===== config.mk =====
export PLATFORM = sky130hd
export DESIGN_NAME = waveform_gen_config_shutdown
export DESIGN_NICKNAME = d
export VERILOG_FILES = /design/src/hdl/waveform_gen_config_shutdown.v
export VERILOG_INCLUDE_DIRS = /design/src /design/src/shared
export SDC_FILE = /design/constraint.sdc
export NUM_CORES = 1
export LEC_CHECK = 0
export ABC_AREA = 0
export BUFFER_PORTS_ARGS = -buffer_cell sky130_fd_sc_hd__clkbuf_2
export CAP_MARGIN = 30
export CORE_MARGIN = 2
export CORE_UTILIZATION = 48
export DETAILED_ROUTE_END_ITERATION = 8
export PLACE_DENSITY = 0.85
export SLEW_MARGIN = 20
export SYNTH_ARGS = -nofsm -noshare
export SYNTH_HDL_FRONTEND = slang
export SYNTH_SLANG_ARGS = --single-unit

===== constraint.sdc =====
create_clock -name pclk -period 1.9 [get_ports pclk]
set_clock_uncertainty 0.1 [all_clocks]
set_input_delay 0.19 -clock pclk [delete_from_list [all_inputs] [get_ports pclk]]
set_output_delay 0.19 -clock pclk [all_outputs]
set_load 0.05 [all_outputs]

===== src/shared/wavegen_map.vh =====
// Purpose: Register map and field constants of the waveform generator
// Assumes: APB byte addresses, one 32-bit word per 8-bit register
// Notes:   Definitions only
`ifndef WAVEGEN_MAP_VH
`define WAVEGEN_MAP_VH

// Register byte offsets
`define OFS_MODE_CONTROL     8'h00
`define OFS_POLARITY_CONTROL 8'h04
`define OFS_CLOCK_SOURCE     8'h08
`define OFS_DATA_INPUT       8'h0C
`define OFS_STEERING         8'h10
`define OFS_SHUTDOWN_CTRL0   8'h14
`define OFS_SHUTDOWN_SRC_EN  8'h18
`define OFS_RISE_DEADBAND    8'h1C

// Mode control fields
`define BIT_ENABLE           7
`define MODE_ASYNC_STEER     3'h0
`define MODE_SYNC_STEER      3'h1

// Polarity control fields
`define BIT_DATA_IN_RO       5

// Shutdown control 0 fields
`define BIT_SHUTDOWN         7
`define BIT_RESTART_EN       6
`define POS_LEVEL_BD         4
`define POS_LEVEL_AC         2

// Shutdown level codes
`define LVL_HIGH             2'h3
`define LVL_LOW              2'h2
`define LVL_TRISTATE         2'h1
`define LVL_INACTIVE         2'h0

// Shutdown source positions in the synchronised source vector
`define SRC_PIN              0
`define SRC_CMP1             1
`define SRC_CMP2             2
`define SRC_CELL2            11
`define SRC_CELL4            13

// Number of data source codes in use
`define SRC_COUNT            14

// Reset values
`define RST_MODE_CONTROL     8'h00
`define RST_POLARITY         4'h0
`define RST_CLOCK_SOURCE     1'h0
`define RST_DATA_INPUT       4'h0
`define RST_STEERING         8'h00
`define RST_LEVEL_BD         2'h1
`define RST_LEVEL_AC         2'h1
`define RST_SRC_EN           5'h00
`define RST_RISE_DEADBAND    6'h00

`endif


===== src/hdl/waveform_gen_config_shutdown.v =====
// Purpose: Steering, auto-shutdown and rising dead-band of a waveform generator
// Assumes: All source inputs and the fast oscillator are asynchronous to pclk
// Notes:   APB slave with zero wait states; outputs tri-state via active-low enables
`timescale 1ns/1ps
`include "wavegen_map.vh"

// Functional notes
// - Clock select bit picks system or fast oscillator
// - Four-bit code picks waveform input; 1110/1111 reserved
// - Steer enable one: output carries polarity-adjusted data
// - Steer enable zero: output carries its override bit
// - Steering bits act only in modes 00x
// - Steer enables double-buffered in synchronous steering mode
// - Shutdown status set by hardware, also software-writable
// - Software shutdown while disabled applies shutdown levels
// - After clear, hold levels until data rising edge
// - Restart enable picks automatic or software restart
// - Auto restart clears status when conditions vanish
// - Software clear ignored while condition present
// - B/D level field: high, low, tri-state, inactive
// - A/C level field uses the same four codes
// - Five enables select pin, comparators, cells as sources
// - Rise dead-band n delays n to n+1 clocks
// - Zero dead-band count bypasses the delay
// - Unimplemented bits read zero, writes ignored
module waveform_gen_config_shutdown (
    input  wire        pclk,
    input  wire        presetn,
    input  wire        psel,
    input  wire        penable,
    input  wire        pwrite,
    input  wire [7:0]  paddr,
    input  wire [31:0] pwdata,
    output reg  [31:0] prdata,
    output reg         pready,
    output reg         pslverr,
    input  wire        remapped_pin_input,
    input  wire [12:0] source_inputs,
    input  wire        internal_fast_osc,
    output wire [3:0]  out_level,
    output wire [3:0]  out_enable_n
);

    // Control registers
    reg        enable_q;            // Module enable
    reg [2:0]  mode_q;              // Output mode field
    reg [3:0]  invert_q;            // Per-output polarity, A in bit 0
    reg        gen_clock_pick_q;    // Generator clock choice
    reg [3:0]  waveform_source_q;   // Data source code
    reg [3:0]  override_level_q;    // Steering data bits
    reg [3:0]  steer_enable_q;      // Written steering enables
    reg [3:0]  steer_live_q;        // Steering enables in force
    reg        shutdown_q;          // Shutdown status
    reg        restart_en_q;        // Auto restart enable
    reg [1:0]  halt_level_bd_q;     // Shutdown level for B and D
    reg [1:0]  halt_level_ac_q;     // Shutdown level for A and C
    reg [4:0]  halt_src_en_q;       // Shutdown source enables
    reg [5:0]  rise_deadtime_q;     // Rising dead-band count
    reg        hold_q;              // Outputs held at shutdown levels

    // Synchroniser stages
    reg [`SRC_COUNT-1:0] src_meta_q;    // First stage, read only by second
    reg [`SRC_COUNT-1:0] src_sync_q;    // Second stage
    reg                  osc_meta_q;    // First stage of fast oscillator
    reg                  osc_sync_q;    // Second stage of fast oscillator
    reg                  osc_prev_q;    // Previous oscillator level

    // Datapath state
    reg        data_prev_q;         // Selected data, one cycle back
    reg [5:0]  db_count_q;          // Dead-band ticks elapsed
    reg        db_out_q;            // Data after rising dead-band
    reg [3:0]  level_q;             // Output levels
    reg [3:0]  enable_n_q;          // Output enables, low drives

    wire [`SRC_COUNT-1:0] src_raw;  // All asynchronous sources
    wire                  waveform_source_value;
    wire                  data_rise;
    wire                  gen_tick;
    wire                  halt_cond;
    wire                  steer_mode;
    wire                  halted;
    wire [4:0]            halt_sources;

    // APB decode terms
    wire        setup_phase;
    wire        wr_commit;
    wire [31:0] wdata;
    reg  [7:0]  rd_byte;            // Read value of addressed register
    reg         rd_hit;             // Address is mapped

    // Source vector, pin input at bit 0
    // Only the low write byte is used
    assign src_raw = {source_inputs, remapped_pin_input};
    assign wdata   = pwdata;

    // Two-flop synchronisers, one per source
    // Sources are free-running levels;
    // the first stage may go metastable
    genvar s;
    generate
        for (s = 0; s < `SRC_COUNT; s = s + 1) begin : g_sync
            always @(posedge pclk or negedge presetn) begin
                if (!presetn) begin
                    src_meta_q[s] <= 1'b0;
                    src_sync_q[s] <= 1'b0;
                end else begin
                    src_meta_q[s] <= src_raw[s];
                    src_sync_q[s] <= src_meta_q[s];
                end
            end
        end
    endgenerate

    // Third stage feeds the rise detector
    // Fast oscillator sampled into the bus clock domain
    always @(posedge pclk or negedge presetn) begin
        if (!presetn) begin
            osc_meta_q <= 1'b0;
            osc_sync_q <= 1'b0;
            osc_prev_q <= 1'b0;
        end else begin
            osc_meta_q <= internal_fast_osc;
            osc_sync_q <= osc_meta_q;
            osc_prev_q <= osc_sync_q;
        end
    end

    // Dead-band time base: every pclk, or each fast oscillator rise
    // Oscillator must stay below half of pclk
    // so that no rise is missed
    assign gen_tick = gen_clock_pick_q ? (osc_sync_q & ~osc_prev_q) : 1'b1;

    // Data source select; reserved codes give a quiet low
    assign waveform_source_value = (waveform_source_q < 4'hE) ?
                                   src_sync_q[waveform_source_q] : 1'b0;
    // One-cycle pulse on each data rise
    assign data_rise = waveform_source_value & ~data_prev_q;

    // Enabled shutdown sources, in enable bit order
    assign halt_sources = {src_sync_q[`SRC_CELL4], src_sync_q[`SRC_CELL2],
                           src_sync_q[`SRC_CMP2], src_sync_q[`SRC_CMP1],
                           src_sync_q[`SRC_PIN]};
    assign halt_cond  = |(halt_sources & halt_src_en_q);
    assign steer_mode = (mode_q[2:1] == 2'b00);
    // Mode 00x selects the steering modes
    // Held state counts only while enabled
    assign halted     = shutdown_q | (enable_q & hold_q);

    // APB phase terms; a write lands at the access edge with pready high
    assign setup_phase = psel & ~penable;
    // Same qualifier as the master's ready check
    assign wr_commit   = psel & penable & pwrite & pready;

    // Read mux and address decode
    always @* begin
        // Defaults keep the process latch-free
        rd_byte = 8'h00;
        rd_hit  = 1'b1;
        if (paddr == `OFS_MODE_CONTROL) begin
            rd_byte = {enable_q, 4'h0, mode_q};
        end else if (paddr == `OFS_POLARITY_CONTROL) begin
            rd_byte = {2'b00, waveform_source_value, 1'b0, invert_q};
        end else if (paddr == `OFS_CLOCK_SOURCE) begin
            rd_byte = {7'h00, gen_clock_pick_q};
        end else if (paddr == `OFS_DATA_INPUT) begin
            rd_byte = {4'h0, waveform_source_q};
        end else if (paddr == `OFS_STEERING) begin
            rd_byte = {override_level_q, steer_enable_q};
        end else if (paddr == `OFS_SHUTDOWN_CTRL0) begin
            rd_byte = {shutdown_q, restart_en_q, halt_level_bd_q,
                       halt_level_ac_q, 2'b00};
        end else if (paddr == `OFS_SHUTDOWN_SRC_EN) begin
            rd_byte = {3'h0, halt_src_en_q};
        end else if (paddr == `OFS_RISE_DEADBAND) begin
            rd_byte = {2'b00, rise_deadtime_q};
        end else begin
            // Unmapped or unaligned address
            rd_hit = 1'b0;
        end
    end

    // APB answer: ready one cycle after setup, data captured in setup
    always @(posedge pclk or negedge presetn) begin
        if (!presetn) begin
            pready  <= 1'b0;
            prdata  <= 32'h0000_0000;
            pslverr <= 1'b0;
        end else begin
            // Exactly one access cycle per setup
            pready <= setup_phase;
            if (setup_phase) begin
                prdata  <= pwrite ? 32'h0000_0000 : {24'h00_0000, rd_byte};
                pslverr <= ~rd_hit;
            end else begin
                // Bus quiet outside the access cycle
                prdata  <= 32'h0000_0000;
                pslverr <= 1'b0;
            end
        end
    end

    // Plain read-write configuration registers
    always @(posedge pclk or negedge presetn) begin
        if (!presetn) begin
            enable_q          <= 1'b0;
            mode_q            <= 3'h0;
            invert_q          <= `RST_POLARITY;
            gen_clock_pick_q  <= `RST_CLOCK_SOURCE;
            waveform_source_q <= `RST_DATA_INPUT;
            override_level_q  <= 4'h0;
            steer_enable_q    <= 4'h0;
            restart_en_q      <= 1'b0;
            halt_level_bd_q   <= `RST_LEVEL_BD;
            halt_level_ac_q   <= `RST_LEVEL_AC;
            halt_src_en_q     <= `RST_SRC_EN;
            rise_deadtime_q   <= `RST_RISE_DEADBAND;
        // Writes land only at the access edge
        end else if (wr_commit) begin
            if (paddr == `OFS_MODE_CONTROL) begin
                enable_q <= wdata[`BIT_ENABLE];
                mode_q   <= wdata[2:0];
            end else if (paddr == `OFS_POLARITY_CONTROL) begin
                invert_q <= wdata[3:0];
            end else if (paddr == `OFS_CLOCK_SOURCE) begin
                // Only bit 0 is stored
                gen_clock_pick_q <= wdata[0];
            end else if (paddr == `OFS_DATA_INPUT) begin
                waveform_source_q <= wdata[3:0];
            end else if (paddr == `OFS_STEERING) begin
                // Override and enable halves
                override_level_q <= wdata[7:4];
                steer_enable_q   <= wdata[3:0];
            end else if (paddr == `OFS_SHUTDOWN_CTRL0) begin
                restart_en_q    <= wdata[`BIT_RESTART_EN];
                halt_level_bd_q <= wdata[`POS_LEVEL_BD +: 2];
                halt_level_ac_q <= wdata[`POS_LEVEL_AC +: 2];
            end else if (paddr == `OFS_SHUTDOWN_SRC_EN) begin
                // Bits 7:5 are not stored
                halt_src_en_q <= wdata[4:0];
            end else if (paddr == `OFS_RISE_DEADBAND) begin
                // Bits 7:6 are not stored
                rise_deadtime_q <= wdata[5:0];
            end
        end
    end

    // Shutdown status: hardware set wins over any clear
    always @(posedge pclk or negedge presetn) begin
        if (!presetn) begin
            shutdown_q <= 1'b0;
        end else if (halt_cond) begin
            shutdown_q <= 1'b1;
        end else if (wr_commit && paddr == `OFS_SHUTDOWN_CTRL0) begin
            // Accepted in any enable state; clear only with no condition
            shutdown_q <= wdata[`BIT_SHUTDOWN];
        end else if (restart_en_q) begin
            // Auto restart once no condition is left
            shutdown_q <= 1'b0;
        end
    end

    // Hold at shutdown levels until a data rise after the clear
    always @(posedge pclk or negedge presetn) begin
        if (!presetn) begin
            hold_q <= 1'b1;
        end else if (shutdown_q || !enable_q) begin
            hold_q <= 1'b1;
        end else if (data_rise) begin
            // Release only on a fresh data rise
            hold_q <= 1'b0;
        end
    end

    // Steering enables in force: direct or buffered to data rise
    always @(posedge pclk or negedge presetn) begin
        if (!presetn) begin
            steer_live_q <= 4'h0;
        end else if (mode_q != `MODE_SYNC_STEER) begin
            // Outside sync mode a write acts at once
            steer_live_q <= steer_enable_q;
        end else if (data_rise) begin
            // Buffer moves to the pins on a data rise
            steer_live_q <= steer_enable_q;
        end
    end

    // Rising dead-band: delay the rise, pass the fall at once
    always @(posedge pclk or negedge presetn) begin
        if (!presetn) begin
            data_prev_q <= 1'b0;
            db_count_q  <= 6'h00;
            db_out_q    <= 1'b0;
        end else begin
            // Edge history for the rise detector
            data_prev_q <= waveform_source_value;
            // A fall cuts any pending delay short
            if (!waveform_source_value) begin
                db_count_q <= 6'h00;
                db_out_q   <= 1'b0;
            end else if (rise_deadtime_q == 6'h00) begin
                db_out_q <= 1'b1;
            end else if (!db_out_q && gen_tick) begin
                // Rise on the tick after n counted ticks
                if (db_count_q == rise_deadtime_q) begin
                    db_out_q <= 1'b1;
                end else begin
                    db_count_q <= db_count_q + 6'h01;
                end
            end
        end
    end

    // Per-output level and enable
    genvar c;
    generate
        for (c = 0; c < 4; c = c + 1) begin : g_out
            wire [1:0] lvl;
            wire       normal;
            // A and C take the A/C field, B and D the B/D field
            assign lvl = (c % 2 == 0) ? halt_level_ac_q : halt_level_bd_q;
            assign normal = steer_mode ?
                (steer_live_q[c] ? (db_out_q ^ invert_q[c])
                                 : override_level_q[c])
                : invert_q[c];
            // Registered so each pin comes off a flop
            always @(posedge pclk or negedge presetn) begin
                if (!presetn) begin
                    level_q[c]    <= 1'b0;
                    enable_n_q[c] <= 1'b1;
                end else if (halted) begin
                    // Shutdown levels, also when forced while disabled
                    case (lvl)
                        `LVL_HIGH: begin
                            level_q[c]    <= 1'b1;
                            enable_n_q[c] <= 1'b0;
                        end
                        `LVL_LOW: begin
                            level_q[c]    <= 1'b0;
                            enable_n_q[c] <= 1'b0;
                        end
                        `LVL_TRISTATE: begin
                            level_q[c]    <= 1'b0;
                            enable_n_q[c] <= 1'b1;
                        end
                        // Inactive level, no dead-band wait
                        default: begin
                            level_q[c]    <= invert_q[c];
                            enable_n_q[c] <= 1'b0;
                        end
                    endcase
                end else if (!enable_q) begin
                    // Disabled and not shut down: release the pin
                    // Pin level is then left to the outside
                    level_q[c]    <= 1'b0;
                    enable_n_q[c] <= 1'b1;
                end else begin
                    // Normal drive from steering or mode
                    level_q[c]    <= normal;
                    enable_n_q[c] <= 1'b0;
                end
            end
        end
    endgenerate

    // Pins straight from the output flops
    assign out_level    = level_q;
    assign out_enable_n = enable_n_q;

endmodule // waveform_gen_config_shutdown


==> flow_summary.toml <==
[critical_path]
critPathBufInv = 0
slowest_delay_ns = 0.49
slowest_stage = "dfrtp_2"
worst-path-max-fanout = 7
crit_required_ns = 2.05
cp.arrival_ns = 2.24
critPathLaunchType = "register"
critical_path_class = "register to register"
crit_chain = "mux2_4 > mux4_2 > o22ai_4 > o211ai_4 > mux2_4"
crit_top_cell = "mux2_4"
path_delay_family = "multiplexers"
worstSetupEndpointType = "register"

[yosys]
syn_area_um2 = 4400
synthCells = 361
ys.warnings.count = 0
synth_edf_count = 0
yosysMostFrequentCell = "dfrtp_1"
synthArstFlopShare_pct = 100
synth_top_area_cell = "dfrtp_1"
syn_avg_cell_area_um2 = 12.2
synth_common_cells = "dfrtp_1, mux2_2, nor2_1, buf_4, a21oi_1"
synth_area_leaders = "dfrtp_1, mux2_2, buf_4"
synth.distinct_cells = 54
synth_flop_cell = "dfrtp_1"
ys_ff_latch = 98
yosysSeqAreaShare_pct = 55.8
synth.top_cell.area_share_pct = 52.8

[power_and_ir_drop]
p_per_area_nw_per_um2 = 725
total_power_uw = 3840
ir_drop_v = 0.000392
p_leak_uw = 0.00250

[run_status]
outcome = "finished with violations"
violations = "setup timing"

[placed_design]
dp.cells = 534
dp_hpwl_mm = 6.99
gp_congestion = 0.927
portBuffers = 53

[clocking]
ctsLongestPathBuffers = 2
clkSinkCount = 98
htreeDepth = 3
clk_pin_slew_ns = 0.09
clkLatencyLatePin_ns = 0.35
cts_made_buffers = 9
cts_tree = "yes"
clock-root-buffer = "clkbuf_8"

[timing]
fin_crit_sh_pct = 110
rsz0062_at_grt = "true"
setup_viol = 14
setup_slack_ns = -0.192
drv_slew = 0
fmax_mhz = 478
min_period_ns = 2.09
tightest_slew_ns = 0.548
slew_headroom_pct = 63.4
hold_violations = 0

[route]
dr.pass1.iters = 5
avgRoutedWirePerCell_um = 16.7
routed_wl_mm = 9.54
drt_iter0_drc = 292
vias_per_cell = 5.55
drc = 0
vias = 3170
postRouteAntennaNets = 0

[min_path]
hp-class = "primary input to register"

[layout]
fin_nets = 519
n_antenna_cell = 0
syn_to_final_growth_pct = 20.2
drive_above_1_share_pct = 35.2
num-fill-cells = 696
stdcell_count = 571

[grt]
grt_max_degree = 40
overflow = 0
antenna_found_initial = 0
grt_pass1_vias = 3170
grtUsageTotal_pct = 20.0
grt_pass1_wl_mm = 15.3

[floorplanning]
die-area_um2 = 9960
io_pins = 102
initial_utilization_pct = 50.0
die_w_um = 99.8
core_um2 = 8810
die_y_um = 99.8
num_rows = 34

[flow_run]
maxCapViolCount = 0
## path summary, 6_finish.rpt
check	from	to	slack, ns	cells after the start
worst max-delay path	waveform_source_q[0]$_DFFE_PN0P_	steer_live_q[3]$_DFFE_PN0P_	-0.19	5
worst min-delay path	penable	pslverr$_DFF_PN0_	0.04	3
worst max register to register	waveform_source_q[0]$_DFFE_PN0P_	steer_live_q[3]$_DFFE_PN0P_	-0.19	5
worst min register to register	osc_meta_q$_DFF_PN0_	osc_sync_q$_DFF_PN0_	0.25	0
max in group asynchronous	presetn	g_out[1].lvl[0]$_DFFE_PN1P_	0.92	3
min in group asynchronous	presetn	invert_q[2]$_DFFE_PN0P_	0.19	2
## registers in the layout (all words and copies together), names as in the netlist, 2 cells and up
register and cells:
src_meta_q 14, src_sync_q 9, prdata 8, db_count_q 6, rise_deadtime_q 6, halt_sources 5
halt_src_en_q 5, g_out.lvl 4, invert_q 4, out_level 4, override_level_q 4, steer_enable_q 4
steer_live_q 4, waveform_source_q 4, mode_q 3, out_enable_n 2
## report_power, final
| group | internal [µW] | switching [µW] |
|---|---|---|
| logic | 137 | 300 |
| registers | 2140 | 32.8 |
| clock network | 546 | 678 |
## metal layers
| metal | wire [µm] | GRT usage (%) |
|---|---|---|
| met5 | 0 | 0 |
| met4 | 314 | 8.54 |
| met3 | 670 | 3.90 |
| met2 | 4660 | 34.0 |
| met1 | 3900 | 25.1 |
## stage by stage
step	area [µm²]	setup WS, ns	setup TNS [ns]	hold slack, ns	utilization, %
after global placement	4890	-0.299	-2.77	0.0359	55.5
after CTS	5290	-0.204	-1.83	0.0171	60.1
after global routing	5290	-0.259	-2.65	0.0182	60.1
after detailed placement	4890	-0.332	-3.79	0.0400	55.5
final	5290	-0.192	-1.68	0.0356	60.1
after floorplan	4510	-0.142	-0.609	-0.206	-
## placed cells by master, fill, tap and decap left out, drive strengths merged, types with 4 or more instances in the layout
cell         instances
dfstp                5
clkbuf              64
nor2b                5
o22ai                5
o21ai                9
dfrtp               93
a31oi                8
a21oi               15
o211ai               4
xnor2                6
nand3                6
mux2                48
nand2b               4
inv                  8
nor2                31
nand2               14
dlygate4sd3         19
nor4                 4
mux2i                9
conb                24
buf                 30
## worst min-delay path, cell delays in order
cell,delay [ns]
clkbuf_2,0.09
nor2b_1,0.05
nor2b_1,0.13
## cell type report
class	instances	area, µm²	area share (%)
clock inverter	4	26.3	0.496
multi-input combinational	240	1780	33.7
inverter	8	30.0	0.567
clock buffer	12	155	2.93
timing repair buffer	101	704	13.3
sequential	98	2460	46.5
tap	108	135	2.55
## cells by family (layout without fill, tap and decap cells)
family	after synthesis	in the layout	share of synthesized area, %
compound gates	62	62	9.69
xor+xnor	9	9	1.79
fa+ha+maj	1	1	0.284
buf+inv	46	125	6.42
flops	98	98	55.8
mux	60	60	16.2
other cells	1	24	0.0851
simple gates	84	84	9.72
## timing repair
action	CTS	global route
setup buffers	1	0
endpoints found under the setup margin	14	15
pin swaps	0	0
hold buffers	19	0
gates resized for setup	5	3
cloned	1	0
endpoints found under the hold margin	55	0
Note: power is estimated with default switching activity, not from simulation.
